--- src/cssr_map.vh ---
// Constants for the clock security supervisor and reset-cause flags.
// Assumes inclusion by bare name from the design files of this block.
// Function
// - Main oscillator keeps running during reset phase.
// - Supervisor presence fixed by non-volatile option strap.
// - Filter suppresses spikes, stops when source recovers.
// - Main lost for three backup rising edges: use backup.
// - Main recovered: return to main automatically.
// - Safe flag set by hardware; read clears after recovery.
// - Supervisor disabled: safe flag reads zero.
// - Interrupt needs flag, enable and unmasked CPU.
// - Supervisor disabled: interrupt enable has no effect.
// - Wait mode: supervisor runs, interrupt wakes device.
// - Halt freezes status, supervisor off, reset restores.
// - Interrupt wakes Active Halt, never full Halt.
// - Low-voltage flag set by hardware, cleared writing zero.
// - Low-voltage flag not relied on when detector disabled.
// - Watchdog flag cleared by zero write or low-voltage reset.
// - Reserved bits 7:5 and 3 read zero.
// - Reset cause encoded from low-voltage and watchdog flags.
// - Reset pin low during delay, then 4096 cycles.
`ifndef CSSR_MAP_VH
`define CSSR_MAP_VH

// ********************************************************************
// Register map
// ********************************************************************
`define CSSR_ADDR_STATUS      16'h002B
`define CSSR_STATUS_RESET     8'h00

// ********************************************************************
// Status register fields
// ********************************************************************
`define CSSR_BIT_WDG          0
`define CSSR_BIT_SAFE         1
`define CSSR_BIT_IRQ_EN       2
`define CSSR_BIT_LVD          4

// ********************************************************************
// Reset cause codes
// ********************************************************************
`define CSSR_CAUSE_EXT        2'h0
`define CSSR_CAUSE_WDG        2'h1
`define CSSR_CAUSE_LVD        2'h2

// ********************************************************************
// Timing counts, in mclk cycles (50 MHz) or oscillator edges
// ********************************************************************
`define CSSR_SPIKE_MIN        8'h03
`define CSSR_PHASE_MAX        8'hFF
`define CSSR_GOOD_EDGES       4'h8
`define CSSR_LOSS_BKP_EDGES   2'h2
`define CSSR_RST_PULSE_CYC    8'h20
`define CSSR_RST_DELAY_CYC    13'h1000
`define CSSR_RST_FETCH_CYC    2'h2
`define CSSR_PIN_BLANK_CYC    13'h0004

`endif

--- src/cssr_sync.v ---
// Two-stage synchroniser for levels entering the mclk domain.
// Assumes inputs come from pins or other clocks; output is mclk-aligned.
`timescale 1ns/1ps

module cssr_sync #(
	parameter WIDTH = 1
) (
	input  wire             mclk,
	input  wire             rst_n,
	input  wire [WIDTH-1:0] din,
	output reg  [WIDTH-1:0] dout
);

	reg [WIDTH-1:0] meta;

	// First stage feeds only the second stage
	always @(posedge mclk) begin
		if (!rst_n) begin
			meta <= {WIDTH{1'b0}};
			dout <= {WIDTH{1'b0}};
		end else begin
			meta <= din;
			dout <= meta;
		end
	end

endmodule // cssr_sync

--- src/cssr_top.v ---
// Clock security supervisor with clock filter, backup switch-over,
// reset sequencer and the clock/reset status register.
// Assumes one 50 MHz mclk, synchronous active-low rst_n, oscillators
// and the external reset pin arriving asynchronously, and CPU-side
// strobes, mode levels and reset requests on mclk.
//
// Added by the designer: strobed register access.
`timescale 1ns/1ps
`include "cssr_map.vh"

module cssr_top (
	input  wire        mclk,
	input  wire        rst_n,
	// Register port
	input  wire [15:0] reg_addr,
	input  wire [7:0]  reg_wdata,
	input  wire        reg_wr,
	input  wire        reg_rd,
	output reg  [7:0]  reg_rdata,
	// Non-volatile option straps
	input  wire        supervisor_option,
	input  wire        low_voltage_detector_option,
	// Oscillator pins
	input  wire        main_osc_in,
	input  wire        backup_osc_in,
	output wire        main_osc_enable,
	output wire        backup_osc_enable,
	output reg         sys_clk_out,
	output wire        safe_clock_sel,
	output wire        filter_active,
	// Reset sources and reset pin
	input  wire        reset_pin_in,
	output wire        reset_pin_out,
	output wire        reset_pin_oe,
	input  wire        lvd_reset_req,
	input  wire        wdg_reset_pulse,
	output wire        cpu_reset,
	output wire [1:0]  reset_cause,
	// CPU state and interrupt
	input  wire        cpu_irq_mask,
	input  wire        wait_mode,
	input  wire        halt_mode,
	input  wire        active_halt_mode,
	output wire        irq_req,
	output wire        wake_req
);

	// ********************************************************************
	// Reset sequencer states
	// ********************************************************************
	localparam ST_IDLE  = 4'b0001;
	localparam ST_DELAY = 4'b0010;
	localparam ST_INT   = 4'b0100;
	localparam ST_FETCH = 4'b1000;

	// ********************************************************************
	// Declarations
	// ********************************************************************
	wire [2:0]  sync_out;
	wire        main_lvl;
	wire        bkp_lvl;
	wire        pin_low;
	reg         sup_en;
	reg         lvd_en;
	reg         main_prev;
	reg         bkp_prev;
	reg  [7:0]  phase_cnt;
	reg  [3:0]  good_cnt;
	reg         filt_on;
	reg         filt_lvl;
	reg  [1:0]  loss_cnt;
	reg         safe_sel;
	reg         out_src;
	reg  [3:0]  rst_state;
	reg  [3:0]  next_rst_state;
	reg  [12:0] rst_cnt;
	reg  [12:0] next_rst_cnt;
	reg         rst_from_ext;
	reg         next_rst_from_ext;
	reg         flag_wdg;
	reg         flag_lvd;
	reg         flag_safe;
	reg         irq_en;
	wire        sup_run;
	wire        main_edge;
	wire        bkp_rise;
	wire        spike;
	wire        valid_edge;
	wire        status_hit;
	wire        rd_status;
	wire        wr_status;
	wire        rst_enter;
	wire        safe_set;
	wire        want_src;
	wire        want_lvl;
	wire [7:0]  status_view;

	// ********************************************************************
	// Input synchronisers
	// ********************************************************************
	cssr_sync #(
		.WIDTH (3)
	) cssr_sync_i (
		.mclk  (mclk),
		.rst_n (rst_n),
		.din   ({~reset_pin_in, backup_osc_in, main_osc_in}),
		.dout  (sync_out)
	);

	assign main_lvl = sync_out[0];
	assign bkp_lvl  = sync_out[1];
	assign pin_low  = sync_out[2];

	// Options latched only while in reset, fixed at run time
	always @(posedge mclk) begin
		if (!rst_n) begin
			sup_en <= supervisor_option;
			lvd_en <= low_voltage_detector_option;
		end
	end

	// ********************************************************************
	// Mode qualification
	// ********************************************************************
	// Supervisor stops in full Halt and Active Halt, runs in Wait
	assign sup_run = sup_en & ~halt_mode;

	// Main oscillator is never stopped by reset, only by Halt
	assign main_osc_enable   = ~halt_mode | active_halt_mode;
	assign backup_osc_enable = sup_run;

	// ********************************************************************
	// Edge detection on the oscillators
	// ********************************************************************
	always @(posedge mclk) begin
		if (!rst_n) begin
			main_prev <= 1'b0;
			bkp_prev  <= 1'b0;
		end else begin
			main_prev <= main_lvl;
			bkp_prev  <= bkp_lvl;
		end
	end

	assign main_edge = main_lvl ^ main_prev;
	assign bkp_rise  = bkp_lvl & ~bkp_prev;

	// ********************************************************************
	// Clock filter
	// ********************************************************************
	// A phase shorter than the minimum is a spike
	assign spike      = main_edge & (phase_cnt < `CSSR_SPIKE_MIN);
	assign valid_edge = main_edge & ~spike;

	// Measure each main phase, saturating
	always @(posedge mclk) begin
		if (!rst_n) begin
			// Start saturated so the first edge after reset is never a spike
			phase_cnt <= `CSSR_PHASE_MAX;
		end else if (main_edge) begin
			phase_cnt <= 8'h00;
		end else if (phase_cnt != `CSSR_PHASE_MAX) begin
			phase_cnt <= phase_cnt + 8'h01;
		end
	end

	// Filter engages on a spike, releases after a run of good edges
	always @(posedge mclk) begin
		if (!rst_n || rst_enter) begin
			filt_on  <= 1'b0;
			good_cnt <= 4'h0;
		end else if (!sup_run) begin
			filt_on  <= filt_on;
			good_cnt <= good_cnt;
		end else if (spike) begin
			filt_on  <= 1'b1;
			good_cnt <= 4'h0;
		end else if (valid_edge && filt_on) begin
			if (good_cnt == `CSSR_GOOD_EDGES - 4'h1) begin
				filt_on  <= 1'b0;
				good_cnt <= 4'h0;
			end else begin
				good_cnt <= good_cnt + 4'h1;
			end
		end
	end

	// Filtered main level, held low while filtering
	always @(posedge mclk) begin
		if (!rst_n) begin
			filt_lvl <= 1'b0;
		end else if (filt_on && sup_run) begin
			filt_lvl <= 1'b0;
		end else begin
			filt_lvl <= main_prev;
		end
	end

	assign filter_active = filt_on & sup_run;

	// ********************************************************************
	// Loss detection and backup selection
	// ********************************************************************
	// Backup rising edges counted since the last good main edge
	always @(posedge mclk) begin
		if (!rst_n || rst_enter) begin
			loss_cnt <= 2'h0;
			safe_sel <= 1'b0;
		end else if (!sup_run) begin
			loss_cnt <= loss_cnt;
			safe_sel <= safe_sel;
		end else if (valid_edge && !filt_on) begin
			loss_cnt <= 2'h0;
			if (good_cnt == 4'h0 && safe_sel && phase_cnt != `CSSR_PHASE_MAX) begin
				safe_sel <= 1'b0;
			end
		end else if (bkp_rise) begin
			if (loss_cnt == `CSSR_LOSS_BKP_EDGES) begin
				safe_sel <= 1'b1;
			end else begin
				loss_cnt <= loss_cnt + 2'h1;
			end
		end
	end

	assign safe_set       = sup_run & bkp_rise & (loss_cnt == `CSSR_LOSS_BKP_EDGES);
	assign safe_clock_sel = safe_sel;

	// ********************************************************************
	// Glitch-free clock output
	// ********************************************************************
	assign want_src = safe_sel;
	assign want_lvl = want_src ? bkp_prev : filt_lvl;

	// Source changes only while the new source is low; back to main
	// also waits for the output to be low so no high pulse is cut
	always @(posedge mclk) begin
		if (!rst_n) begin
			out_src     <= 1'b0;
			sys_clk_out <= 1'b0;
		end else if (out_src != want_src) begin
			if (!want_lvl && (want_src || !sys_clk_out)) begin
				out_src     <= want_src;
				sys_clk_out <= 1'b0;
			end else begin
				// Keep following the old source so a high output can fall
				sys_clk_out <= out_src ? bkp_prev : filt_lvl;
			end
		end else begin
			sys_clk_out <= out_src ? bkp_prev : filt_lvl;
		end
	end

	// ********************************************************************
	// Reset sequencer
	// ********************************************************************
	assign rst_enter = (rst_state != ST_DELAY) & (next_rst_state == ST_DELAY);

	// Delay phase per source, then internal count, then vector fetch
	always @* begin
		next_rst_state    = rst_state;
		next_rst_cnt      = rst_cnt;
		next_rst_from_ext = rst_from_ext;
		case (rst_state)
			ST_IDLE: begin
				if (lvd_reset_req || wdg_reset_pulse || pin_low) begin
					next_rst_state    = ST_DELAY;
					next_rst_cnt      = 13'h0000;
					next_rst_from_ext = ~lvd_reset_req & ~wdg_reset_pulse;
				end
			end
			ST_DELAY: begin
				if (rst_cnt[7:0] != `CSSR_RST_PULSE_CYC) begin
					next_rst_cnt = rst_cnt + 13'h0001;
				end else if (!lvd_reset_req) begin
					next_rst_state = ST_INT;
					next_rst_cnt   = 13'h0000;
				end
			end
			ST_INT: begin
				if (lvd_reset_req) begin
					next_rst_state = ST_DELAY;
					next_rst_cnt   = 13'h0000;
				end else if (pin_low && rst_cnt >= `CSSR_PIN_BLANK_CYC) begin
					// Own pin drive echoes through the synchroniser; blank it
					next_rst_state    = ST_DELAY;
					next_rst_cnt      = 13'h0000;
					next_rst_from_ext = 1'b1;
				end else if (rst_cnt == `CSSR_RST_DELAY_CYC - 13'h0001) begin
					next_rst_state = ST_FETCH;
					next_rst_cnt   = 13'h0000;
				end else begin
					next_rst_cnt = rst_cnt + 13'h0001;
				end
			end
			ST_FETCH: begin
				if (rst_cnt[1:0] == `CSSR_RST_FETCH_CYC - 2'h1) begin
					next_rst_state = ST_IDLE;
					next_rst_cnt   = 13'h0000;
				end else begin
					next_rst_cnt = rst_cnt + 13'h0001;
				end
			end
			default: begin
				next_rst_state = ST_IDLE;
				next_rst_cnt   = 13'h0000;
			end
		endcase
	end

	// Sequencer state registers
	always @(posedge mclk) begin
		if (!rst_n) begin
			rst_state    <= ST_IDLE;
			rst_cnt      <= 13'h0000;
			rst_from_ext <= 1'b0;
		end else begin
			rst_state    <= next_rst_state;
			rst_cnt      <= next_rst_cnt;
			rst_from_ext <= next_rst_from_ext;
		end
	end

	// Open-drain pin pulled low through the whole delay phase
	assign reset_pin_out = 1'b0;
	assign reset_pin_oe  = (rst_state == ST_DELAY);
	assign cpu_reset     = (rst_state != ST_IDLE);

	// ********************************************************************
	// Status register flags
	// ********************************************************************
	assign status_hit = (reg_addr == `CSSR_ADDR_STATUS);
	assign rd_status  = reg_rd & status_hit & ~halt_mode;
	assign wr_status  = reg_wr & status_hit & ~halt_mode;

	// Reset cause flags, hardware set wins over a software clear
	always @(posedge mclk) begin
		if (!rst_n) begin
			flag_lvd <= 1'b0;
			flag_wdg <= 1'b0;
		end else if (rst_enter && lvd_reset_req) begin
			flag_lvd <= 1'b1;
			flag_wdg <= 1'b0;
		end else if (rst_enter && wdg_reset_pulse) begin
			flag_wdg <= 1'b1;
		end else if (wr_status) begin
			if (!reg_wdata[`CSSR_BIT_LVD]) begin
				flag_lvd <= 1'b0;
			end
			if (!reg_wdata[`CSSR_BIT_WDG]) begin
				flag_wdg <= 1'b0;
			end
		end
	end

	// Safe flag: set on switch-over, cleared by read once main is back
	always @(posedge mclk) begin
		if (!rst_n || rst_enter) begin
			flag_safe <= 1'b0;
		end else if (safe_set) begin
			flag_safe <= 1'b1;
		end else if (rd_status && !safe_sel) begin
			flag_safe <= 1'b0;
		end
	end

	// Interrupt enable, software owned, reset value on any reset
	always @(posedge mclk) begin
		if (!rst_n || rst_enter) begin
			irq_en <= 1'b0;
		end else if (wr_status) begin
			irq_en <= reg_wdata[`CSSR_BIT_IRQ_EN];
		end
	end

	// ********************************************************************
	// Read path
	// ********************************************************************
	// Reserved bits tie to zero; safe flag forced low without supervisor
	assign status_view = {3'b000,
		flag_lvd,
		1'b0,
		irq_en,
		flag_safe & sup_en,
		flag_wdg};

	// Read data one cycle after the strobe, zero for other addresses
	always @(posedge mclk) begin
		if (!rst_n) begin
			reg_rdata <= `CSSR_STATUS_RESET;
		end else if (reg_rd && status_hit) begin
			reg_rdata <= status_view;
		end else begin
			reg_rdata <= 8'h00;
		end
	end

	// ********************************************************************
	// Reset cause and interrupt
	// ********************************************************************
	// Low-voltage flag only trusted while the detector is enabled
	assign reset_cause = (flag_lvd && lvd_en) ? `CSSR_CAUSE_LVD :
		(flag_wdg ? `CSSR_CAUSE_WDG : `CSSR_CAUSE_EXT);

	// Request needs flag, enable, unmasked CPU and the supervisor present
	assign irq_req = flag_safe & irq_en & ~cpu_irq_mask & sup_en;

	// Wakes Wait and Active Halt, never full Halt
	assign wake_req = flag_safe & irq_en & sup_en
		& (wait_mode | (halt_mode & active_halt_mode));

endmodule // cssr_top

--- config.mk ---
export PLATFORM = sky130hd
export DESIGN_NAME = cssr_top
export DESIGN_NICKNAME = d
export VERILOG_FILES = /design/src/cssr_sync.v /design/src/cssr_top.v
export VERILOG_INCLUDE_DIRS = /design/src
export SDC_FILE = /design/constraint.sdc
export NUM_CORES = 1
export LEC_CHECK = 0
export CAP_MARGIN = 30
export CORE_ASPECT_RATIO = 0.7
export CORE_MARGIN = 3
export CORE_UTILIZATION = 55
export DETAILED_ROUTE_END_ITERATION = 16
export DONT_BUFFER_PORTS = 1
export GPL_TIMING_DRIVEN = 1
export PLACE_DENSITY_LB_ADDON = 0.05
export SETUP_SLACK_MARGIN = 0.2
export SYNTH_ARGS = -nofsm -noshare
export SYNTH_HDL_FRONTEND = slang
export SYNTH_SLANG_ARGS = --single-unit
--- constraint.sdc ---
create_clock -name mclk -period 1.7 [get_ports mclk]
set_input_delay 0.085 -clock mclk [delete_from_list [all_inputs] [get_ports mclk]]
set_output_delay 0.085 -clock mclk [all_outputs]
set_load 0.02 [all_outputs]
==> impl_metrics.ini, run 1 <==
[logic_synthesis]
synth_compound_area_share_pct = 18.15
yosys.area.top_type = dfxtp_1
synth-xor-area-share_pct = 3.174
synth.avg_cell_area_sq_um = 8.639
synth_cell_types = 65
yosys.area.top_type_share_pct = 37.19
synth_top_family_by_area = simple AND/OR/NAND/NOR gates
synth_mux_area_share_pct = 1.073
yosys_warnings = 0
ys_seq_area_share_pct = 39.34
synth_seq_cells = 54
ys.flop_type = dfxtp_1
synth_cells = 324
synth_edf_count = 2
synth-async-reset-ratio_pct = 0
synthSimpleGateAreaFrac_pct = 29.41
synth_area_sq_um = 2799
synthAdderAreaFrac_pct = 3.576
ys_top_cells_by_area = dfxtp_1 37%, nor2_1 4.0%, a21oi_1 3.8%

[floorplan]
ios = 59
row_count = 21
start_util_pct = 57.89
die_area_sq_um = 5995
die_h_microns = 65.69
core_sq_um = 4835
dieWidth_microns = 91.27

[clock_network]
cts_htree_levels = 2
cts_buffer_depth = 2
cts_buffers = 5
clk-insertion-delay-late_ns = 0.31
clk_pin_slew_ns = 0.11
cts_tree = done
cts.sinks = 54
root_buffer = clkbuf_8

[placed_design]
numPortBuffers = 0
placed_cells = 429
globalplace.congestion = 0.8240
post-dp-hpwl_mm = 4.793

[status]
violations = setup timing
status = complete, but fails checks

[worst_hold_path]
hp-start = reg_rd
min_path_type = input port to flip-flop
hold_depth = 2
worstHoldEndpoint = reg_rdata[2]$_SDFF_PN0_

[worst_setup_path]
crit_path_top_delay_cell = or4b_4
end_kind = flip-flop
arrival_ns = 2.02
reg2reg_from = rst_state[0]$_SDFF_PN1_
cp_slowest_stage_delay_ns = 0.57
worstPathRequired_ns = 1.94
critPathLaunchType = flip-flop
r2r-end = rst_cnt[12]$_SDFFE_PN0P_
rrSetupSlack_ns = -0.08
critPathKind = flip-flop to flip-flop
path_cells = or4b_4, o21ai_1, buf_4, a2bb2oi_1, nor2_1, nor3_1
crit_fanout = 4
reg2reg_depth = 6

[power]
internal_power_uw = 2329
p_switching_uw = 1053
finalPower_uw = 3382
power_frac_comb_pct = 30.9
swShare_pct = 31.13
pwr-share-seq_pct = 44.6
power.density_nw_per_um2 = 882.3
total_leakage_power_uw = 0.001575
peakVddDrop_mv = 0.8422
clockPowerShare_pct = 24.6

[timing]
fmax_mhz = 562.1
finalCriticalPeriod_ns = 1.779
report.final.slew_viol_count = 0
worst_pin_slew_ns = 0.9336
rsz0062_at_grt = yes
setup-violations-final = 22
hold_violations = 0
layout_setup_ws_ns = -0.07890
finalCritPeriodShare_pct = 104.6
slew-limit-headroom_pct = 37.76
fin_skew_ns = 0.007917

[detailed_routing]
ant_nets = 0
wl_mm = 7.540
wl_per_cell_microns = 16.25
drc_errors = 0
drt-pass1-iter-count = 5
drt_iter0_drc = 203
viasPerCell = 5.716
vias = 2652

[final_layout]
utilization_pct = 79.30
antenna_cells = 0
nNetsFinal = 441
fin_cells = 464
drive_above_1_share_pct = 36.71
layout_common_cells = 49 x buf_4, 37 x dfxtp_1, 27 x nor2_1, 21 x nand2_1
final_common_cell = buf_4
syn2layout_area_growth_pct = 36.97

[global_routing]
grt.busiest_layer = met2
grtUsageMet2_pct = 38.68
antenna_found_initial = 0
grt_pass1_vias = 2401
grtUsageMet1_pct = 33.88
grt_pass1_wl_mm = 11.52
track_usage_pct = 24.20
grt_start_max_net_pins = 24
use_met3_pct = 4.691
overflow = 0

[run]
drv_cap = 0
-- cell families (layout without fill, tap and decap cells) --
kind of cell               after synthesis  after routing
muxes                                    3              3
DFF                                     54             54
AOI/OAI and AO/OA                       79             79
buffers and inverters                   30             96
other                                    1              5
adders and majority gates                8              8
xor gates and xnor gates                 8              8
and+or+nand+nor                        141            142
-- flip-flops by register name (all words and copies together) (netlist names) --
name              cells
bkp_prev              1
cssr_sync_i.dout      3
cssr_sync_i.meta      3
filt_lvl              1
filt_on               1
flag_lvd              1
flag_safe             1
flag_wdg              1
good_cnt              4
irq_en                1
loss_cnt              2
lvd_en                1
main_prev             1
out_src               1
phase_cnt             8
reg_rdata             4
rst_cnt              13
rst_state             4
safe_clock_sel        1
sup_en                1
sys_clk_out           1
-- metrics by stage --
step	TNS, ns	worst slack (ns)	instance area [sq um]	hold slack, ns
floorplan	0	0.01845	2880	0.1517
global placement	-0.2862	-0.06175	3224	0.1534
detailed placement	-0.4460	-0.07801	3224	0.1567
CTS	-0.2336	-0.06276	3571	0.003281
global route	-2.594	-0.1484	3834	0.02074
finish	-0.6363	-0.07890	3834	0.008592
-- critical path, delay by kind of cell, from the launching register on --
kind | cells | cell delay (ns)
simple gates | 3 | 0.77
compound gates | 2 | 0.40
flops | 1 | 0.38
buf+inv | 1 | 0.16
-- power by group through the flow --
| stage | sequential (uW) | clock [uW] | combinational, uW |
|---|---|---|---|
| 2_1_floorplan | 1520 | 0 | 525 |
| 3_3_place_gp | 1510 | 0 | 731 |
| 3_5_place_dp | 1520 | 0 | 745 |
| 4_1_cts | 1490 | 844 | 814 |
| 5_1_grt | 1520 | 882 | 1150 |
| 6_report | 1510 | 831 | 1040 |
-- what timing repair did --
action,4_1_cts,5_1_grt
buffers inserted,5,10
endpoints found under the setup margin,33,40
pin swaps,15,30
hold endpoints to repair,35,0
resized for setup,24,51
cloned,0,1
hold buffers,11,0
-- layout make-up --
class                      count  area [sq um]
clock inverter                 2         13.76
clock buffer                   6         93.84
multi-input combinational    245          1824
fill                         315          1001
tap                           69         86.33
timing repair buffer          73         626.9
inverter                      15         61.31
sequential                    54          1127
-- cell usage after synthesis, drive strengths merged, types with 2 or more instances --
cell type	n
nor2b	8
a22o	3
a21o	2
and4b	2
ha	8
nand2b	5
nor4	5
and4	2
nand4	3
nand4b	2
o21ai	29
nand3	16
nor2	30
a21oi	23
nor3	10
o31ai	3
dfxtp	52
and2	15
a31oi	3
or4b	3
and3	7
xor2	4
buf	11
or4	3
inv	15
xnor2	4
a41oi	2
nor4b	3
a22oi	2
nand2	24
clkbuf	4
edfxtp	2
mux2i	3
a21boi	2
-- metal layers --
metal,vias to the layer above,share of wire [%]
met4,0,0.89
met5,-,0
li1,1298,-
met2,107,44
met3,9,7.1
met1,1238,48
-- worst max path at each step --
stage,slack [ns],to,cells past startpoint,startpoint
floorplan,0.02,good_cnt[3]$_SDFFE_PP0P_,6,phase_cnt[0]$_SDFFE_PN1P_
global placement,-0.06,rst_cnt[0]$_SDFFE_PN0P_,6,rst_state[3]$_SDFF_PN0_
detailed placement,-0.08,rst_cnt[0]$_SDFFE_PN0P_,6,rst_state[1]$_SDFF_PN0_
CTS,-0.06,rst_cnt[9]$_SDFFE_PN0P_,6,rst_state[0]$_SDFF_PN1_
global route,-0.15,rst_cnt[12]$_SDFFE_PN0P_,6,rst_state[1]$_SDFF_PN0_
finish,-0.08,rst_cnt[12]$_SDFFE_PN0P_,6,rst_state[0]$_SDFF_PN1_
Note: power is estimated with default switching activity, not from simulation.
==> inputs of run 2 (changes only) <==
Settings changed: ABC_CLOCK_PERIOD_IN_PS from default to 1700, CTS_BUF_LIST from default to sky130_fd_sc_hd__clkbuf_4.
==> run 2 against run 1 <==
Compared with the run above: the run ends with hold timing, setup timing left; power grew 0.30%; sequential cell count unchanged; critical path depth up 3; clock-buffer cell count fell by 1; critical endpoint is now safe_clock_sel$_SDFFE_PP0P_; cell count is 3.4% higher; largest cell class unchanged; wire length rose by 11%; maximum frequency shrank 2.1%.
==> impl_metrics.ini, run 2 (synthesis gave the netlist of run 1 again) <==
[timing]
setup-violations-final = 24
fin_tns_setup_ns = -1.951
report.final.slew_viol_count = 0
worst_pin_slew_ns = 0.6182
slew-limit-headroom_pct = 58.47
hold_violations = 20
layout_setup_ws_ns = -0.1162
rsz0062_at_grt = yes
finalCritPeriodShare_pct = 106.8
hold_slack_ns = -0.2524
fmax_mhz = 550.6
finalCriticalPeriod_ns = 1.816
fin_skew_ns = 0.01361

[final_layout]
top_register = rst_cnt
fillers = 271
fin_cells = 480
final_common_cell = buf_4
nNetsFinal = 457
layout_common_cells = 55 x buf_4, 36 x dfxtp_1, 20 x nor2_1, 20 x nand2_1, 18 x dlygate4sd3_1
syn2layout_area_growth_pct = 45.64
layout.area.seq_sq_um = 1131
largestRegisters = rst_cnt (13), phase_cnt (8)
fin_area_sq_um = 4076
largest_reg_flops = 13
multi_input_area_sq_um = 1908
drive_above_1_share_pct = 41.12
antenna_cells = 0

[global_routing]
grt_pass1_wl_mm = 12.29
grt_start_max_net_pins = 28
track_usage_pct = 26.01
grt_pass1_vias = 2535
overflow = 0
antenna_found_initial = 0

[floorplan]
start_util_pct = 57.89
dieWidth_microns = 91.27
ios = 59
die_area_sq_um = 5995
die_h_microns = 65.69
core_sq_um = 4835
row_count = 21

[power]
peakVddDrop_mv = 0.9629
power.density_nw_per_um2 = 832.2
finalPower_uw = 3392
total_leakage_power_uw = 0.001672

[placed_design]
placed_cells = 429
place_area_sq_um = 3224
globalplace.congestion = 0.8240
post-dp-hpwl_mm = 4.793
numPortBuffers = 0
pre_cts_ws_ns = -0.07801

[worst_setup_path]
crit_fanout = 5
path_cells = nor4_4, nand4_1, buf_4, a21boi_4, buf_6, buf_6, o21ai_4, buf_12, a21oi_2
critPathKind = flip-flop to flip-flop
arrival_ns = 2.16
cp_slowest_stage_delay_ns = 0.37
cpMostUsedCell = buf_6
worstPathRequired_ns = 2.05
crit_path_top_delay_cell = dfxtp_2
end_kind = flip-flop
critPathLaunchType = flip-flop
rrSetupSlack_ns = -0.12

[detailed_routing]
dr.max_layer_used = met4
wl_per_cell_microns = 17.43
ant_nets = 0
viasPerCell = 5.819
wl_mm = 8.365
vias = 2793
drc_errors = 0
drt-pass1-iter-count = 5
drt_iter0_drc = 148
wl_met1_mm = 3.861
wl_met3_microns = 544
met2_length_mm = 3.793

[clock_network]
postCtsHoldBufs = 19
root_buffer = clkbuf_4
cts.sinks = 54
clk-insertion-delay-late_ns = 0.40
cts_buffer_depth = 2
clk_pin_slew_ns = 0.17
cts_tree = done
cts_htree_levels = 2
cts_buffers = 5

[run]
drv_cap = 0

[status]
violations = hold timing, setup timing
status = complete, but fails checks

[worst_hold_path]
min_path_type = input port to flip-flop
[run 2: cell types whose count changed in the layout (fill, tap and decap cells not counted), sizes merged]
| cell | change |
|---|---|
| buf | +8 |
| dlygate4sd3 | +8 |
| bufinv | +1 |
| nand2 | -1 |
[run 2: through the flow]
step                      util (%)  hold slack, ns
final                        84.32         -0.2524
after global routing         84.32         -0.2684
after CTS                    78.49         -0.2562
after detailed placement     66.69          0.1567
after global placement       66.69          0.1534
after floorplan                  -          0.1517
[run 2: worst paths after layout]
check,start,to,cells after the start
max,rst_cnt[10]$_SDFFE_PN0P_,safe_clock_sel$_SDFFE_PP0P_,9
min,rst_n,phase_cnt[4]$_SDFFE_PN1P_,1
max reg2reg,rst_cnt[10]$_SDFFE_PN0P_,safe_clock_sel$_SDFFE_PP0P_,9
min reg2reg,filt_lvl$_SDFF_PP0_,sys_clk_out$_SDFF_PN0_,2
[run 2: final cells by class]
class	instances	share of cell area, %
Sequential cell	54	27.75
Tap cell	69	2.118
Multi-Input combinational cell	244	46.81
Timing Repair Buffer	90	19.83
Clock inverter	3	1.074
Clock buffer	5	0.9208
Inverter	15	1.504
[run 2: where the power goes]
part | switching (uW) | internal, uW | leakage [uW]
combinational | 521 | 608 | 0.00118
sequential | 120 | 1390 | 0.000447
clock | 437 | 313 | 0.0000456
total | 1080 | 2310 | 0.00167
[run 2: timing repair]
item                       CTS  global route
gates resized for setup     48            52
setup endpoints to repair   34            40
buffers inserted            10            13
cloned                       1             0
pin swaps                   18            25
hold endpoints to repair    41            22
[run 2: critical path, delay by kind of cell, from the launching register on]
family / cells / cell delay (ns)
flip-flops: 1 / 0.37
AND/OR/NAND/NOR: 2 / 0.46
AO/OA/AOI/OAI: 3 / 0.35
buffers and inverters: 4 / 0.58
[run 2: routing by layer]
layer  vias to the layer above  global-route usage [%]
li1                       1331                       -
met1                      1324                   34.63
met2                       118                   42.25
met3                        20                   5.149
met4                         0                   9.398
met5                         -                       0
==> inputs of run 3 (changes only) <==
Settings changed: SYNTH_HIERARCHICAL from default to 1.
==> run 3 against run 2 <==
Compared with the run above: the run still ends with hold timing, setup timing left; first-iteration DRC count up 6.1%; register-to-register slack got worse by 0.02 ns; highest routed layer unchanged; final area decreased by 11%; critical path type unchanged; sequential cell count unchanged; power barely moved.
==> impl_metrics.ini, run 3 <==
[worst_setup_path]
cp_slowest_stage_delay_ns = 0.58
worstPathRequired_ns = 2.01
cp_num_buf_inv = 1
critPathLaunchType = flip-flop
cp_top_family = simple AND/OR/NAND/NOR gates
critPathKind = flip-flop to flip-flop
end_kind = flip-flop
path_cells = or4b_4, a41oi_4, nor2_2, a21oi_4, buf_4, nand3_1, a31oi_1
arrival_ns = 2.15
crit_fanout = 4
crit_path_top_delay_cell = or4b_4

[floorplan]
die_area_sq_um = 5671
start_util_pct = 58.83
ios = 59
die_h_microns = 63.91
dieWidth_microns = 88.73
row_count = 20
core_sq_um = 4479

[timing]
setup-violations-final = 26
fin_skew_ns = 0.01709
fmax_mhz = 543.4
report.final.slew_viol_count = 0
hold_slack_ns = -0.2250
layout_setup_ws_ns = -0.1404
rsz0062_at_grt = yes
finalCriticalPeriod_ns = 1.840
hold_violations = 33
finalCritPeriodShare_pct = 108.3
fin_tns_setup_ns = -2.648

[clock_network]
root_buffer = clkbuf_4
cts_htree_levels = 2
clk_pin_slew_ns = 0.16
cts.sinks = 54
clk-insertion-delay-late_ns = 0.38
postCtsHoldBufs = 16
cts_buffer_depth = 2
cts_tree = done
cts_buffers = 5

[logic_synthesis]
yosys.area.top_type = dfxtp_1
synth.most_common_cell = dfxtp_1
ys.flop_type = dfxtp_1
ys_seq_area_share_pct = 41.79
yosys_warnings = 6
synth_seq_cells = 54
synth_area_sq_um = 2635
ys_top_cells_by_area = dfxtp_1 40%, nor2_1 5.3%, xor2_1 4.7%
yosys.area.top_type_share_pct = 39.51
synth_edf_count = 2
synth_cells = 304
synth-async-reset-ratio_pct = 0
synth.avg_cell_area_sq_um = 8.668
ys_top_cells_by_count = 52 x dfxtp_1, 37 x nor2_1, 23 x o21ai_0
synth_cell_types = 53

[detailed_routing]
drt-pass1-iter-count = 4
wl_mm = 6.621
wl_met1_mm = 3.196
drc_errors = 0
viasPerCell = 5.546
met2_length_mm = 2.966
wl_met3_microns = 423
vias = 2446
dr.max_layer_used = met4
drt_iter0_drc = 157
wl_per_cell_microns = 15.01
ant_nets = 0

[placed_design]
post-dp-hpwl_mm = 4.685
numPortBuffers = 0
place_area_sq_um = 3171
globalplace.congestion = 0.7806
pre_cts_ws_ns = -0.1338

[final_layout]
utilization_pct = 81.01
multi_input_area_sq_um = 1645
antenna_cells = 0
largest_reg_flops = 13
layout.area.seq_sq_um = 1116
layout_common_cells = 53 x buf_4, 44 x dfxtp_1, 34 x nor2_1, 16 x o21ai_0, 16 x dlygate4sd3_1
syn2layout_area_growth_pct = 37.70
largestRegisters = rst_cnt (13), phase_cnt (8)
nNetsFinal = 432
fillers = 314
final_common_cell = buf_4
top_register = rst_cnt
fin_area_sq_um = 3628
drive_above_1_share_pct = 32.64

[run]
drv_cap = 0

[status]
status = complete, but fails checks
violations = hold timing, setup timing

[global_routing]
grt_pass1_vias = 2390
track_usage_pct = 24.03
grt_pass1_wl_mm = 10.83
antenna_found_initial = 0
overflow = 0
grt_start_max_net_pins = 25

[power]
power.density_nw_per_um2 = 935.6
peakVddDrop_mv = 1.062
finalPower_uw = 3395
total_leakage_power_uw = 0.001413

[worst_hold_path]
min_path_type = input port to flip-flop
## run 3: cell types whose count changed after synthesis, sizes merged, moves of 5 or more
cell,before,now
nand4,3,8
xor2,4,14
a21oi,23,17
and2,15,10
nor2,30,37
## run 3: final timing paths
check                                from                   endpoint  slack, ns  cells past startpoint
hold / removal                      rst_n  phase_cnt[0]$_SDFFE_PN1P_      -0.22                      1
setup / recovery  rst_state[3]$_SDFF_PN0_      flag_lvd$_SDFFE_PN0P_      -0.14                      7
setup reg to reg  rst_state[3]$_SDFF_PN0_      flag_lvd$_SDFFE_PN0P_      -0.14                      7
hold reg to reg       irq_en$_SDFFE_PP0P_    reg_rdata[2]$_SDFF_PN0_       0.47                      2
## run 3: repair_timing
| action | 4_1_cts | 5_1_grt |
|---|---|---|
| endpoints found under the hold margin | 50 | 33 |
| gates cloned | 0 | 0 |
| setup buffers | 8 | 2 |
| pin swaps | 17 | 3 |
| endpoints found under the setup margin | 38 | 40 |
| gates resized for setup | 25 | 22 |
## run 3: metrics by stage
| step | hold WS [ns] | instances |
|---|---|---|
| floorplan | 0.1839 | 308 |
| global placement | 0.1653 | 407 |
| detailed placement | 0.1711 | 407 |
| CTS | -0.2380 | 439 |
| global route | -0.2479 | 441 |
| finish | -0.2250 | 441 |
## run 3: layer usage
| metal | GRT usage [%] | up-vias |
|---|---|---|
| met5 | 0 | - |
| met4 | 4.717 | 0 |
| met3 | 4.124 | 5 |
| met2 | 38.80 | 83 |
| met1 | 33.71 | 1129 |
| li1 | - | 1229 |
## run 3: kinds of logic (layout without fill, tap and decap cells)
group           Yosys count  after routing  synth area share (%)
compound gates           61             61                 14.82
xor+xnor                 16             16                 5.318
fa+ha+maj                 8              8                 3.799
buf+inv                  25            103                 4.463
flops                    54             54                 41.79
mux                       3              3                 1.140
other cells               1              5                0.1423
simple gates            136            136                 28.54
## run 3: final cells by class
class,count,share of cell area [%]
Inverter,16,1.655
Timing Repair Buffer,79,18.72
Multi-Input combinational cell,229,45.34
Clock buffer,7,1.448
Clock inverter,1,0.1724
Tap cell,55,1.897
Sequential cell,54,30.76
## run 3: report_power, final
group,internal (uW),total (uW),switching [uW]
clock network,198,605,407
registers,1400,1520,118
logic,675,1270,595
